<file path="src/hdl/hsc_pkg.sv">
// constants and types for the field conversion sequencer
// Summary of operation
// - each conversion gives a 15-bit unsigned code proportional to field, readable by host
// - in continuous mode active state refreshes the output repeatedly at the bandwidth-selected interval
// - standby stops sampling and keeps every register including the last result
// - standby serves only result reads, mode setup access and start field access
// - 2-bit mode: 00/10 continuous, 01 one-shot, 11 duty-cycled; direct or stored copy
// - continuous mode stays active and updates output after every conversion
// - one-shot converts once, enters standby, waits there for a new start command
// - writing 1 to command bit 12 forces active state and one sample
// - duty-cycled mode alternates states itself; period is active plus standby time
// - duty active time follows bandwidth field 25:23, oversampling bit and filter enable
// - duty standby time comes from 3-bit timer field at bits 5:3
// - timer codes 0..7 give 0.125, 0.25, 0.5, 1, 10, 100, 500, 1000 ms
// - power-on starts active; first automatic standby follows one conversion
// - bipolar centred offset sits near 16383 at zero field, slope sign by polarity
// - bipolar coarse offset can move the zero-field code to 8191 or 24575
// - quarter or three-quarter offset doubles the slope of the centred case
// - unipolar answers one field direction, zero field at 0% or 100% by polarity
// - omnipolar uses field magnitude, zero field at 0% or 100% by polarity
// - polarity inverts output slope in every output mode
// - output mode 01 unipolar south, 10 unipolar north, 11 omnipolar
// - offset 00 gives 8191/24575, 01 or 10 gives 16383, 11 gives 24575/8191
package hsc_pkg;

   localparam logic [5:0]  ADDR_RESULT = 6'h12;
   localparam logic [5:0]  ADDR_MODE   = 6'h14;
   localparam logic [5:0]  ADDR_CMD    = 6'h16;
   localparam int          START_BIT   = 12;
   localparam int          STBY_HI     = 5;
   localparam int          STBY_LO     = 3;
   localparam int          BW_HI       = 25;
   localparam int          BW_LO       = 23;
   localparam logic [15:0] MODE_RST    = 16'h0000;
   localparam logic [14:0] CODE_MAX    = 15'h7FFF;
   localparam logic [14:0] Q_MID       = 15'h3FFF;
   localparam logic [14:0] Q_LOW       = 15'h1FFF;
   localparam logic [14:0] Q_HIGH      = 15'h5FFF;
   localparam logic [3:0]  BW_OFF_IDX  = 4'h8;
   localparam int unsigned CLK_NS      = 4;

   typedef int unsigned hsc_ns9_t [0:8];
   typedef int unsigned hsc_ns8_t [0:7];

   // active time per bandwidth code, last entry with the filter off
   localparam hsc_ns9_t ACT_NS = '{2100000, 1000000, 570000, 310000,
      180000, 110000, 85000, 65000, 60000};
   localparam hsc_ns9_t ACT_OSR_NS = '{3800000, 1900000, 1000000, 530000,
      300000, 180000, 120000, 90000, 75000};
   localparam hsc_ns8_t STBY_NS = '{125000, 250000, 500000, 1000000,
      10000000, 100000000, 500000000, 1000000000};

   typedef enum logic [1:0] {
      CM_CONT0 = 2'b00,
      CM_ONE   = 2'b01,
      CM_CONT2 = 2'b10,
      CM_DUTY  = 2'b11
   } hsc_conv_t;

   typedef enum logic [1:0] {
      OM_BIPOLAR = 2'b00,
      OM_UNI_S   = 2'b01,
      OM_UNI_N   = 2'b10,
      OM_OMNI    = 2'b11
   } hsc_out_t;

   typedef enum logic {
      PS_ACTIVE  = 1'b0,
      PS_STANDBY = 1'b1
   } hsc_pstate_t;

endpackage

</file>
<file path="src/hdl/hsc_conv_seq.sv">
// conversion sequencer, power state control and output code formatter
`timescale 1ns/1ps
`default_nettype none

module hsc_conv_seq #(
   parameter hsc_pkg::hsc_ns9_t ACT_NS_P     = hsc_pkg::ACT_NS,
   parameter hsc_pkg::hsc_ns9_t ACT_OSR_NS_P = hsc_pkg::ACT_OSR_NS,
   parameter hsc_pkg::hsc_ns8_t STBY_NS_P    = hsc_pkg::STBY_NS
) (
   input  wire logic               clk_sys,
   input  wire logic               rst,
   input  wire logic               reg_wr,
   input  wire logic               reg_rd,
   input  wire logic [5:0]         reg_addr,
   input  wire logic [15:0]        reg_wdata,
   output var  logic [15:0]        reg_rdata,
   output var  logic               reg_rvalid,
   input  wire logic [31:0]        cfg_word_four,
   input  wire logic [1:0]         conversion_select_stored,
   input  wire logic               double_sample_average,
   input  wire logic               recursive_filter_on,
   input  wire logic               slope_invert,
   input  wire logic [1:0]         zero_shift,
   input  wire logic [1:0]         output_mode,
   input  wire logic signed [15:0] raw_field,
   output var  logic [14:0]        field_code_value,
   output var  logic               active_state,
   output var  logic               conv_done
);

   hsc_pkg::hsc_pstate_t state_r;
   hsc_pkg::hsc_pstate_t state_nxt;
   logic [31:0]          ns_r;
   logic [31:0]          ns_nxt;
   logic [32:0]          ns_sum;
   logic [31:0]          tgt;
   logic                 tmr_done;
   logic                 conv_fire;
   logic                 start_wr;
   logic [15:0]          mode_reg_r;
   logic                 init_pend_r;
   logic                 active_r;
   logic [14:0]          result_r;
   logic                 conv_done_r;
   logic [15:0]          rdata_r;
   logic                 rvalid_r;
   logic [3:0]           act_idx;
   logic [2:0]           stby_code;
   hsc_pkg::hsc_conv_t   conv_sel;
   logic [14:0]          code_calc;
   logic [14:0]          quiescent;
   logic signed [17:0]   fld;
   logic signed [17:0]   vdir;
   logic signed [17:0]   mag;
   logic signed [17:0]   sum;

   assign conv_sel  = hsc_pkg::hsc_conv_t'(mode_reg_r[1:0]);
   assign stby_code = mode_reg_r[hsc_pkg::STBY_HI:hsc_pkg::STBY_LO];

   // the only command field; other command bits are ignored
   assign start_wr = reg_wr
                   && (reg_addr == hsc_pkg::ADDR_CMD)
                   && reg_wdata[hsc_pkg::START_BIT];

   // timing

   // disabled filter overrides the bandwidth code
   always_comb begin
      if (recursive_filter_on) begin
         act_idx = {1'b0, cfg_word_four[hsc_pkg::BW_HI:hsc_pkg::BW_LO]};
      end else begin
         act_idx = hsc_pkg::BW_OFF_IDX;
      end
   end

   always_comb begin
      if (state_r == hsc_pkg::PS_STANDBY) begin
         tgt = STBY_NS_P[stby_code];
      end else if (double_sample_average) begin
         tgt = ACT_OSR_NS_P[act_idx];
      end else begin
         tgt = ACT_NS_P[act_idx];
      end
   end

   // elapsed time is kept in ns so a least time rounds up to a whole cycle
   assign ns_sum   = {1'b0, ns_r} + 33'(hsc_pkg::CLK_NS);
   assign tmr_done = (ns_sum >= {1'b0, tgt});
   assign conv_fire = (state_r == hsc_pkg::PS_ACTIVE) && tmr_done;

   // power state

   always_comb begin
      state_nxt = state_r;
      ns_nxt    = ns_sum[31:0];
      if (start_wr) begin
         state_nxt = hsc_pkg::PS_ACTIVE;
         ns_nxt    = '0;
      end else begin
         case (state_r)
            hsc_pkg::PS_ACTIVE: begin
               if (tmr_done) begin
                  ns_nxt = '0;
                  case (conv_sel)
                     hsc_pkg::CM_ONE: begin
                        state_nxt = hsc_pkg::PS_STANDBY;
                     end
                     hsc_pkg::CM_DUTY: begin
                        state_nxt = hsc_pkg::PS_STANDBY;
                     end
                     default: begin
                        state_nxt = hsc_pkg::PS_ACTIVE;
                     end
                  endcase
               end
            end
            hsc_pkg::PS_STANDBY: begin
               case (conv_sel)
                  hsc_pkg::CM_ONE: begin
                     // waits for a start command, time frozen
                     ns_nxt = ns_r;
                  end
                  hsc_pkg::CM_DUTY: begin
                     if (tmr_done) begin
                        state_nxt = hsc_pkg::PS_ACTIVE;
                        ns_nxt    = '0;
                     end
                  end
                  default: begin
                     state_nxt = hsc_pkg::PS_ACTIVE;
                     ns_nxt    = '0;
                  end
               endcase
            end
            default: begin
               state_nxt = hsc_pkg::PS_ACTIVE;
               ns_nxt    = '0;
            end
         endcase
      end
   end

   // power-on always lands in active with a fresh conversion
   always_ff @(posedge clk_sys) begin
      if (rst) begin
         state_r <= hsc_pkg::PS_ACTIVE;
         ns_r    <= '0;
      end else begin
         state_r <= state_nxt;
         ns_r    <= ns_nxt;
      end
   end

   // power state output gets its own flop so the pin sees no decode logic
   always_ff @(posedge clk_sys) begin
      if (rst) begin
         active_r <= 1'b1;
      end else begin
         active_r <= (state_nxt == hsc_pkg::PS_ACTIVE);
      end
   end

   // output code

   always_comb begin
      case (zero_shift)
         2'b00: begin
            quiescent = slope_invert ? hsc_pkg::Q_HIGH : hsc_pkg::Q_LOW;
         end
         2'b11: begin
            quiescent = slope_invert ? hsc_pkg::Q_LOW : hsc_pkg::Q_HIGH;
         end
         default: begin
            quiescent = hsc_pkg::Q_MID;
         end
      endcase
   end

   // raw_field is scaled at the unipolar slope; centred bipolar halves it
   always_comb begin
      fld  = 18'(raw_field);
      vdir = slope_invert ? -fld : fld;
      mag  = '0;
      sum  = '0;
      case (hsc_pkg::hsc_out_t'(output_mode))
         hsc_pkg::OM_UNI_S: begin
            mag = (fld > 0) ? fld : 18'sh0;
         end
         hsc_pkg::OM_UNI_N: begin
            mag = (fld < 0) ? -fld : 18'sh0;
         end
         hsc_pkg::OM_OMNI: begin
            mag = (fld < 0) ? -fld : fld;
         end
         default: begin
            mag = '0;
         end
      endcase
      if (output_mode == hsc_pkg::OM_BIPOLAR) begin
         if (zero_shift == 2'b00 || zero_shift == 2'b11) begin
            sum = $signed({3'h0, quiescent}) + vdir;
         end else begin
            sum = $signed({3'h0, quiescent}) + (vdir >>> 1);
         end
      end else if (slope_invert) begin
         sum = $signed({3'h0, hsc_pkg::CODE_MAX}) - mag;
      end else begin
         sum = mag;
      end
   end

   // saturate instead of wrapping when the field overruns the range
   always_comb begin
      if (sum < 0) begin
         code_calc = '0;
      end else if (sum > $signed({3'h0, hsc_pkg::CODE_MAX})) begin
         code_calc = hsc_pkg::CODE_MAX;
      end else begin
         code_calc = sum[14:0];
      end
   end

   // result is held across standby, only a finished conversion updates it
   always_ff @(posedge clk_sys) begin
      if (rst) begin
         result_r    <= '0;
         conv_done_r <= 1'b0;
      end else begin
         conv_done_r <= conv_fire;
         if (conv_fire) begin
            result_r <= code_calc;
         end
      end
   end

   // registers

   // direct setup copy is seeded from the stored copy once after reset;
   // a port cannot be sampled under reset, so the load waits one cycle
   always_ff @(posedge clk_sys) begin
      if (rst) begin
         mode_reg_r  <= hsc_pkg::MODE_RST;
         init_pend_r <= 1'b1;
      end else if (reg_wr && reg_addr == hsc_pkg::ADDR_MODE) begin
         mode_reg_r  <= reg_wdata;
         init_pend_r <= 1'b0;
      end else if (init_pend_r) begin
         mode_reg_r[1:0] <= conversion_select_stored;
         mode_reg_r[hsc_pkg::STBY_HI:hsc_pkg::STBY_LO]
            <= cfg_word_four[hsc_pkg::STBY_HI:hsc_pkg::STBY_LO];
         init_pend_r <= 1'b0;
      end
   end

   // only three addresses exist here, which is all standby may reach
   always_ff @(posedge clk_sys) begin
      if (rst) begin
         rdata_r  <= '0;
         rvalid_r <= 1'b0;
      end else begin
         rvalid_r <= reg_rd;
         if (reg_rd) begin
            case (reg_addr)
               hsc_pkg::ADDR_RESULT: begin
                  rdata_r <= {1'b0, result_r};
               end
               hsc_pkg::ADDR_MODE: begin
                  rdata_r <= mode_reg_r;
               end
               hsc_pkg::ADDR_CMD: begin
                  // start reads back as zero; bit 0 shows the power state
                  rdata_r <= {15'h0000, state_r == hsc_pkg::PS_ACTIVE};
               end
               default: begin
                  rdata_r <= 16'h0000;
               end
            endcase
         end
      end
   end

   assign reg_rdata        = rdata_r;
   assign reg_rvalid       = rvalid_r;
   assign field_code_value = result_r;
   assign active_state     = active_r;
   assign conv_done        = conv_done_r;
endmodule

`default_nettype wire

</file>
<file path="config.mk">
export PLATFORM = sky130hd
export DESIGN_NAME = hsc_conv_seq
export DESIGN_NICKNAME = d
export VERILOG_FILES = /design/src/hdl/hsc_pkg.sv /design/src/hdl/hsc_conv_seq.sv
export SDC_FILE = /design/constraint.sdc
export NUM_CORES = 1
export LEC_CHECK = 0
export ABC_AREA = 1
export BUFFER_PORTS_ARGS = -buffer_cell sky130_fd_sc_hd__buf_2
export CELL_PAD_IN_SITES_DETAIL_PLACEMENT = 0
export CELL_PAD_IN_SITES_GLOBAL_PLACEMENT = 1
export CORE_UTILIZATION = 30
export CTS_BUF_LIST = sky130_fd_sc_hd__clkbuf_4 sky130_fd_sc_hd__clkbuf_8
export CTS_CLUSTER_DIAMETER = 100
export DETAILED_ROUTE_END_ITERATION = 6
export GPL_TIMING_DRIVEN = 1
export PLACE_DENSITY = 0.66
export SLEW_MARGIN = 25
export SYNTH_ARGS = -nofsm -noshare
export SYNTH_HDL_FRONTEND = slang
export SYNTH_SLANG_ARGS = --single-unit
</file>
<file path="constraint.sdc">
create_clock -name clk_sys -period 7.5 [get_ports clk_sys]
set_input_delay 0.75 -clock clk_sys [delete_from_list [all_inputs] [get_ports clk_sys]]
set_output_delay 0.75 -clock clk_sys [all_outputs]
set_load 0.01 [all_outputs]
</file>
==> results of run 1 <==
-- cell type report --
cell class              count  area [um2]
fillers                  2802       16000
multi-input cells         948        5000
flip-flops and latches     84        1680
repair buffers             93         473
inverters                 126         473
well taps                 324         405
clock buffers              10         138
clock inverters             6        93.8
-- power by group through the flow --
stage | logic (W) | registers, W | clock network [W]
2_1_floorplan | 0.000187 | 0.000463 | 0
3_3_place_gp | 0.000256 | 0.000465 | 0
3_5_place_dp | 0.000256 | 0.000465 | 0
4_1_cts | 0.000258 | 0.000455 | 0.000393
5_1_grt | 0.000295 | 0.000455 | 0.000410
6_report | 0.000254 | 0.000455 | 0.000380
-- per-stage QoR --
stage | worst slack (ns) | util [%] | instance area, um2
after floorplan | 3.74 | - | 7380
after global placement | 2.55 | 33.1 | 8030
after detailed placement | 2.50 | 33.1 | 8030
after CTS | 2.46 | 34.1 | 8260
after global routing | 1.96 | 34.1 | 8260
final | 2.50 | 34.1 | 8260
-- layer usage --
layer | part of all wire (%) | vias to the layer above | global-route usage (%)
li1 | - | 4081 | -
met5 | 0.056 | - | 0
met4 | 1.0 | 2 | 3.22
met3 | 4.0 | 22 | 3.47
met1 | 46 | 3462 | 23.2
met2 | 49 | 108 | 33.4
-- cells by family after synthesis --
kind of cell	Yosys count	synth area share [%]
compound gates	244	17.9
xor+xnor	32	3.80
fa+ha+maj	50	8.48
buf+inv	173	9.56
flops	84	22.8
simple gates	622	37.5
-- worst register-to-register path, cell delays in order, from the launching register on --
cell and delay [ns]:
dfxtp_1 0.42, ha_1 0.21, nand3_1 0.16, nor2_1 0.12, nand2_1 0.12, nor2_1 0.18
nand4_1 0.14, nor2_1 0.11, nand2_1 0.08, nor4_1 0.48, nand2_1 0.18, nor2_1 0.17
xnor2_1 0.13, inv_1 0.09, ha_1 0.30, nand2_1 0.07, inv_1 0.07, nand3_1 0.11
nor4_1 0.32, a21oi_1 0.14, o211ai_1 0.11, nor2_1 0.07, nand2_1 0.18, nand2_2 0.28
a21oi_4 0.46, nand2_1 0.10, a21oi_1 0.15
-- cells in the mapped netlist (8+ instances only) --
library cell / count
nand2_1: 350
inv_1: 123
a21oi_1: 111
o21ai_0: 97
nand3_1: 92
nor2_1: 86
dfxtp_1: 84
ha_1: 50
clkbuf_1: 31
xor2_1: 20
nor3_1: 17
nand2_2: 13
nand4_1: 13
xnor2_1: 12
nor4_1: 10
nor2_2: 9
nand3_2: 8
o211ai_1: 8
-- path summary, 6_finish.rpt --
| kind | startpoint | end | slack (ns) | cells past startpoint |
|---|---|---|---|---|
| setup reg to reg | ns_r[2] | field_code_value[2] | 2.50 | 26 |
| setup / recovery | ns_r[2] | field_code_value[2] | 2.50 | 26 |
| hold reg to reg | ns_r[0] | ns_r[0] | 0.44 | 2 |
| hold / removal | ns_r[0] | ns_r[0] | 0.44 | 2 |
-- sequential cells by signal (all words and copies together) (netlist names) --
signal	flops
reg_rdata	16
active_state	1
conv_done	1
field_code_value	15
init_pend_r	1
reg_rvalid	1
mode_reg_r	16
state_r	1
ns_r	32
==> results_dict.tcl, run 1 <==
set metrics [dict create \
    core_area_mm2 0.0242 \
    final_cell_mix "350 x nand2_1, 123 x inv_1, 111 x a21oi_1" \
    cp-end-kind "flip-flop" \
    avgRoutedWirePerCell_um 14.5 \
    seqPwrFrac_pct 41.8 \
    via_count 7675 \
    netlist_area_mm2 0.00738 \
    drc 0 \
    setup_violations 0 \
    ys_ff_latch 84 \
    cts_post_setup_buffers_inserted 0 \
    grt_pass1_wl_mm 38.2 \
    slew_headroom_pct 38.1 \
    skew_ns 0.0118 \
    synth.top_cell.area_share_pct 22.8 \
    root_buffer "clkbuf_8" \
    cts_max_path_buffers 2 \
    max-vdd-ir-drop_v 0.0000787 \
    ys_warn_count 0 \
    antenna_left 0 \
    drive_gt1_share_pct 12.7 \
    start_util_pct 30.4 \
    slew_violations 0 \
    outcome "finished clean" \
    dr.pass1.iters 5 \
    die-area_mm2 0.0252 \
    arrival_ns 5.29 \
    nets 1395 \
    cpLargestDelayFamily "simple AND/OR/NAND/NOR gates" \
    critical_path_class "reg2reg" \
    postSynthAreaPerCell_um2 6.12 \
    insertion_delay_ns 0.37 \
    p_leak_nw 3.72 \
    dp_cells 1575 \
    cts_buffers 9 \
    yosysUniqueCellTypes 51 \
    grt_pass1_vias 7472 \
    postSynthCellCount 1205 \
    clkTransAtPathRegs_ns 0.09 \
    pwr-share-clk_pct 34.9 \
    cts_tree "built" \
    finalHoldViolCount 0 \
    syn_to_final_growth_pct 12.0 \
    cp-start-kind "flip-flop" \
    slowest_delay_ns 0.48 \
    synth_edf_count 0 \
    timing.final.crit_share_pct 66.6 \
    cts.sinks 84 \
    worstMarginPinSlew_ns 0.926 \
    antenna_found_initial 1 \
    gp_congestion 0.845 \
    hold_buffers 0 \
    p_int_w 0.000735 \
    first_iter_violations 433 \
    grt_usage_pct 18.6 \
    comb_power_share_pct 23.3 \
    power_density_mw_per_mm2 132 \
    finalPower_w 0.00109 \
    netlist_top_cells_area "dfxtp_1 23%, nand2_1 18%, ha_1 8.5%" \
    slowest_stage "nor4_1" \
    power.switching_w 0.000354 \
    die_w_um 159 \
    async_flop_share_pct 0 \
    overflow 0 \
    layout_commonest_cell "nand2_1" \
    synthFlopType "dfxtp_1" \
    cts-htree-levels 3 \
    max_freq_ghz 0.200 \
    io_buffer_count 90 \
    hold_path.class "reg2reg" \
    synth_area_leader_cell "dfxtp_1" \
    critPathMaxFanout 18 \
    crit_path_frequent_cell "nand2_1" \
    drt_wl_total_mm 23.1 \
    swShare_pct 32.5 \
    crit_buf_inv 2 \
    diodes 0 \
    grt_setup_unrepaired "false" \
    cts.repair.resized 0 \
    maxCapViolCount 0 \
    core.rowCount 57 \
    grt_max_degree 39 \
    tns_ns 0 \
    seq_area_frac_synth_pct 22.8 \
    ios 117 \
    required_ns 7.79 \
    finalCriticalPeriod_ns 5.00 \
    layout.cells.non_filler 1591 \
    fin_hold_ws_ns 0.439 \
    die_h_um 159 \
    synth_fp_nets 1338 \
    dpl.hpwl_mm 18.4 \
    vias_per_cell 4.82 \
]
No activity file was read; power rests on OpenSTA's default activity.
==> run 2: changes to the inputs <==
==> constraint.sdc (replaced) <==
create_clock -name clk_sys -period 4.7 [get_ports clk_sys]
set_input_delay 0.47 -clock clk_sys [delete_from_list [all_inputs] [get_ports clk_sys]]
set_output_delay 0.47 -clock clk_sys [all_outputs]
set_load 0.01 [all_outputs]
==> results_dict.tcl, run 2 (synthesis gave the netlist of run 1 again) <==
set metrics [dict create \
    crit_path_start "ns_r[2]" \
    dr.pass1.iters 4 \
    worstMarginPinSlew_ns 0.895 \
    wl_met3_um 827 \
    power.switching_w 0.000570 \
    insertion_delay_ns 0.37 \
    final_area_mm2 0.00837 \
    hp-start "reg_wdata[1]" \
    hold_path.class "in2reg" \
    r2r-start "ns_r[2]" \
    tns_ns 0 \
    max_freq_ghz 0.235 \
    top_register "ns_r" \
    slew_headroom_pct 40.2 \
    critical_path_class "reg2reg" \
    grt_setup_unrepaired "false" \
    p_leak_nw 3.78 \
    grt_usage_pct 18.5 \
    top_layer "met5" \
    ios 117 \
    cts_max_path_buffers 2 \
    min_path_cells 3 \
    setup_violations 0 \
    core.rowCount 57 \
    antenna_left 0 \
    overflow 0 \
    seqPwrFrac_pct 41.6 \
    max-vdd-ir-drop_v 0.000147 \
    diodes 0 \
    cpLargestDelayFamily "simple AND/OR/NAND/NOR gates" \
    swShare_pct 32.7 \
    layout_commonest_cell "nand2_1" \
    comb_power_share_pct 23.5 \
    required_ns 4.99 \
    finalHoldViolCount 0 \
    fin_hold_ws_ns 0.337 \
    crit_buf_inv 4 \
    final_cell_mix "350 x nand2_1, 123 x inv_1, 111 x a21oi_1" \
    r2r_slack_ns 0.45 \
    cts_buffers 9 \
    cts_tree "built" \
    slew_violations 0 \
    die_w_um 159 \
    placedInstanceArea_mm2 0.00811 \
    arrival_ns 4.54 \
    hold_buffers 0 \
    critical_path.reg2reg.endpoint "field_code_value[3]" \
    cts-htree-levels 3 \
    first_iter_violations 362 \
    crit_path_frequent_cell "nand2_1" \
    syn_to_final_growth_pct 13.4 \
    nets 1406 \
    cp-end-kind "flip-flop" \
    m1WireLength_mm 10.6 \
    grt_pass1_wl_mm 37.9 \
    skew_ns 0.0135 \
    drt_wl_total_mm 23.0 \
    met2_length_mm 11.3 \
    timing.final.crit_share_pct 90.4 \
    via_count 7751 \
    avgRoutedWirePerCell_um 14.3 \
    dpl.hpwl_mm 18.5 \
    grt_pass1_vias 7494 \
    outcome "finished clean" \
    largest_register_ff_count 32 \
    clkTransAtPathRegs_ns 0.09 \
    slowest_delay_ns 0.37 \
    root_buffer "clkbuf_8" \
    die-area_mm2 0.0252 \
    vias_per_cell 4.84 \
    grt_max_degree 35 \
    finalCriticalPeriod_ns 4.25 \
    cts.sinks 84 \
    io_buffer_count 90 \
    die_h_um 159 \
    finalPower_w 0.00174 \
    drc 0 \
    cp-start-kind "flip-flop" \
    gp_congestion 0.869 \
    drive_gt1_share_pct 13.7 \
    start_util_pct 30.4 \
    min_to "mode_reg_r[1]" \
    critPathMaxFanout 15 \
    power_density_mw_per_mm2 208 \
    pwr-share-clk_pct 34.9 \
    p_int_w 0.00117 \
    slowest_stage "dfxtp_2" \
    core_area_mm2 0.0242 \
    antenna_found_initial 1 \
    r2r_cells 28 \
    maxCapViolCount 0 \
]
[run 2: cell count changes in the layout (fill, tap and decap cells not counted), sizes merged]
cell	before	now
buf	93	104
clkinv	1	2
inv	128	127
[run 2: per-layer routing]
| metal | up-vias | track usage, % |
|---|---|---|
| met5 | - | 0 |
| met2 | 135 | 33.2 |
| met3 | 17 | 2.69 |
| met1 | 3489 | 23.4 |
| met4 | 2 | 3.27 |
| li1 | 4108 | - |
[run 2: power by group through the flow]
stage,clock (W),sequential [W],combinational (W)
2_1_floorplan,0,0.000739,0.000298
3_3_place_gp,0,0.000742,0.000413
3_5_place_dp,0,0.000742,0.000412
4_1_cts,0.000625,0.000726,0.000414
5_1_grt,0.000655,0.000727,0.000474
6_report,0.000609,0.000726,0.000409
[run 2: how the worst max path moves through the flow]
| stage | endpoint | slack (ns) | depth (start not counted) |
|---|---|---|---|
| 6_report | field_code_value[3] | 0.45 | 28 |
| 2_1_floorplan | field_code_value[10] | 0.94 | 27 |
| 4_1_cts | field_code_value[3] | 0.15 | 27 |
| 5_1_grt | field_code_value[2] | 0.06 | 28 |
| 3_5_place_dp | field_code_value[3] | 0.20 | 27 |
| 3_3_place_gp | field_code_value[2] | 0.38 | 27 |
[run 2: layout make-up]
type / instances / area (um2)
clock buffer: 10 / 138
fill: 2751 / 15900
timing repair buffer: 104 / 568
clock inverter: 6 / 93.8
multi-input combinational: 948 / 5010
tap: 324 / 405
sequential: 84 / 1680
inverter: 126 / 473
[run 2: repair_timing]
item                                    in CTS  in global routing
endpoints found under the setup margin       0                 20
gates resized for setup                      0                  3
setup buffers                                0                  1
endpoints found under the hold margin        0                  0
[run 2: through the flow]
stage / setup WS (ns) / std cells / util [%]
6_report: 0.451 / 1602 / 34.5
5_1_grt: 0.0586 / 1602 / 34.5
3_3_place_gp: 0.376 / 1585 / 33.4
3_5_place_dp: 0.205 / 1585 / 33.4
2_1_floorplan: 0.945 / 1205 / -
4_1_cts: 0.147 / 1601 / 34.4
[run 2: worst register-to-register path, delay by kind of cell (launching register included)]
kind	cells	cell delay, ns
simple gates	17	2.20
buf+inv	4	0.45
compound gates	4	0.52
xor+xnor	1	0.13
flops	1	0.37
fa+ha+maj	2	0.48
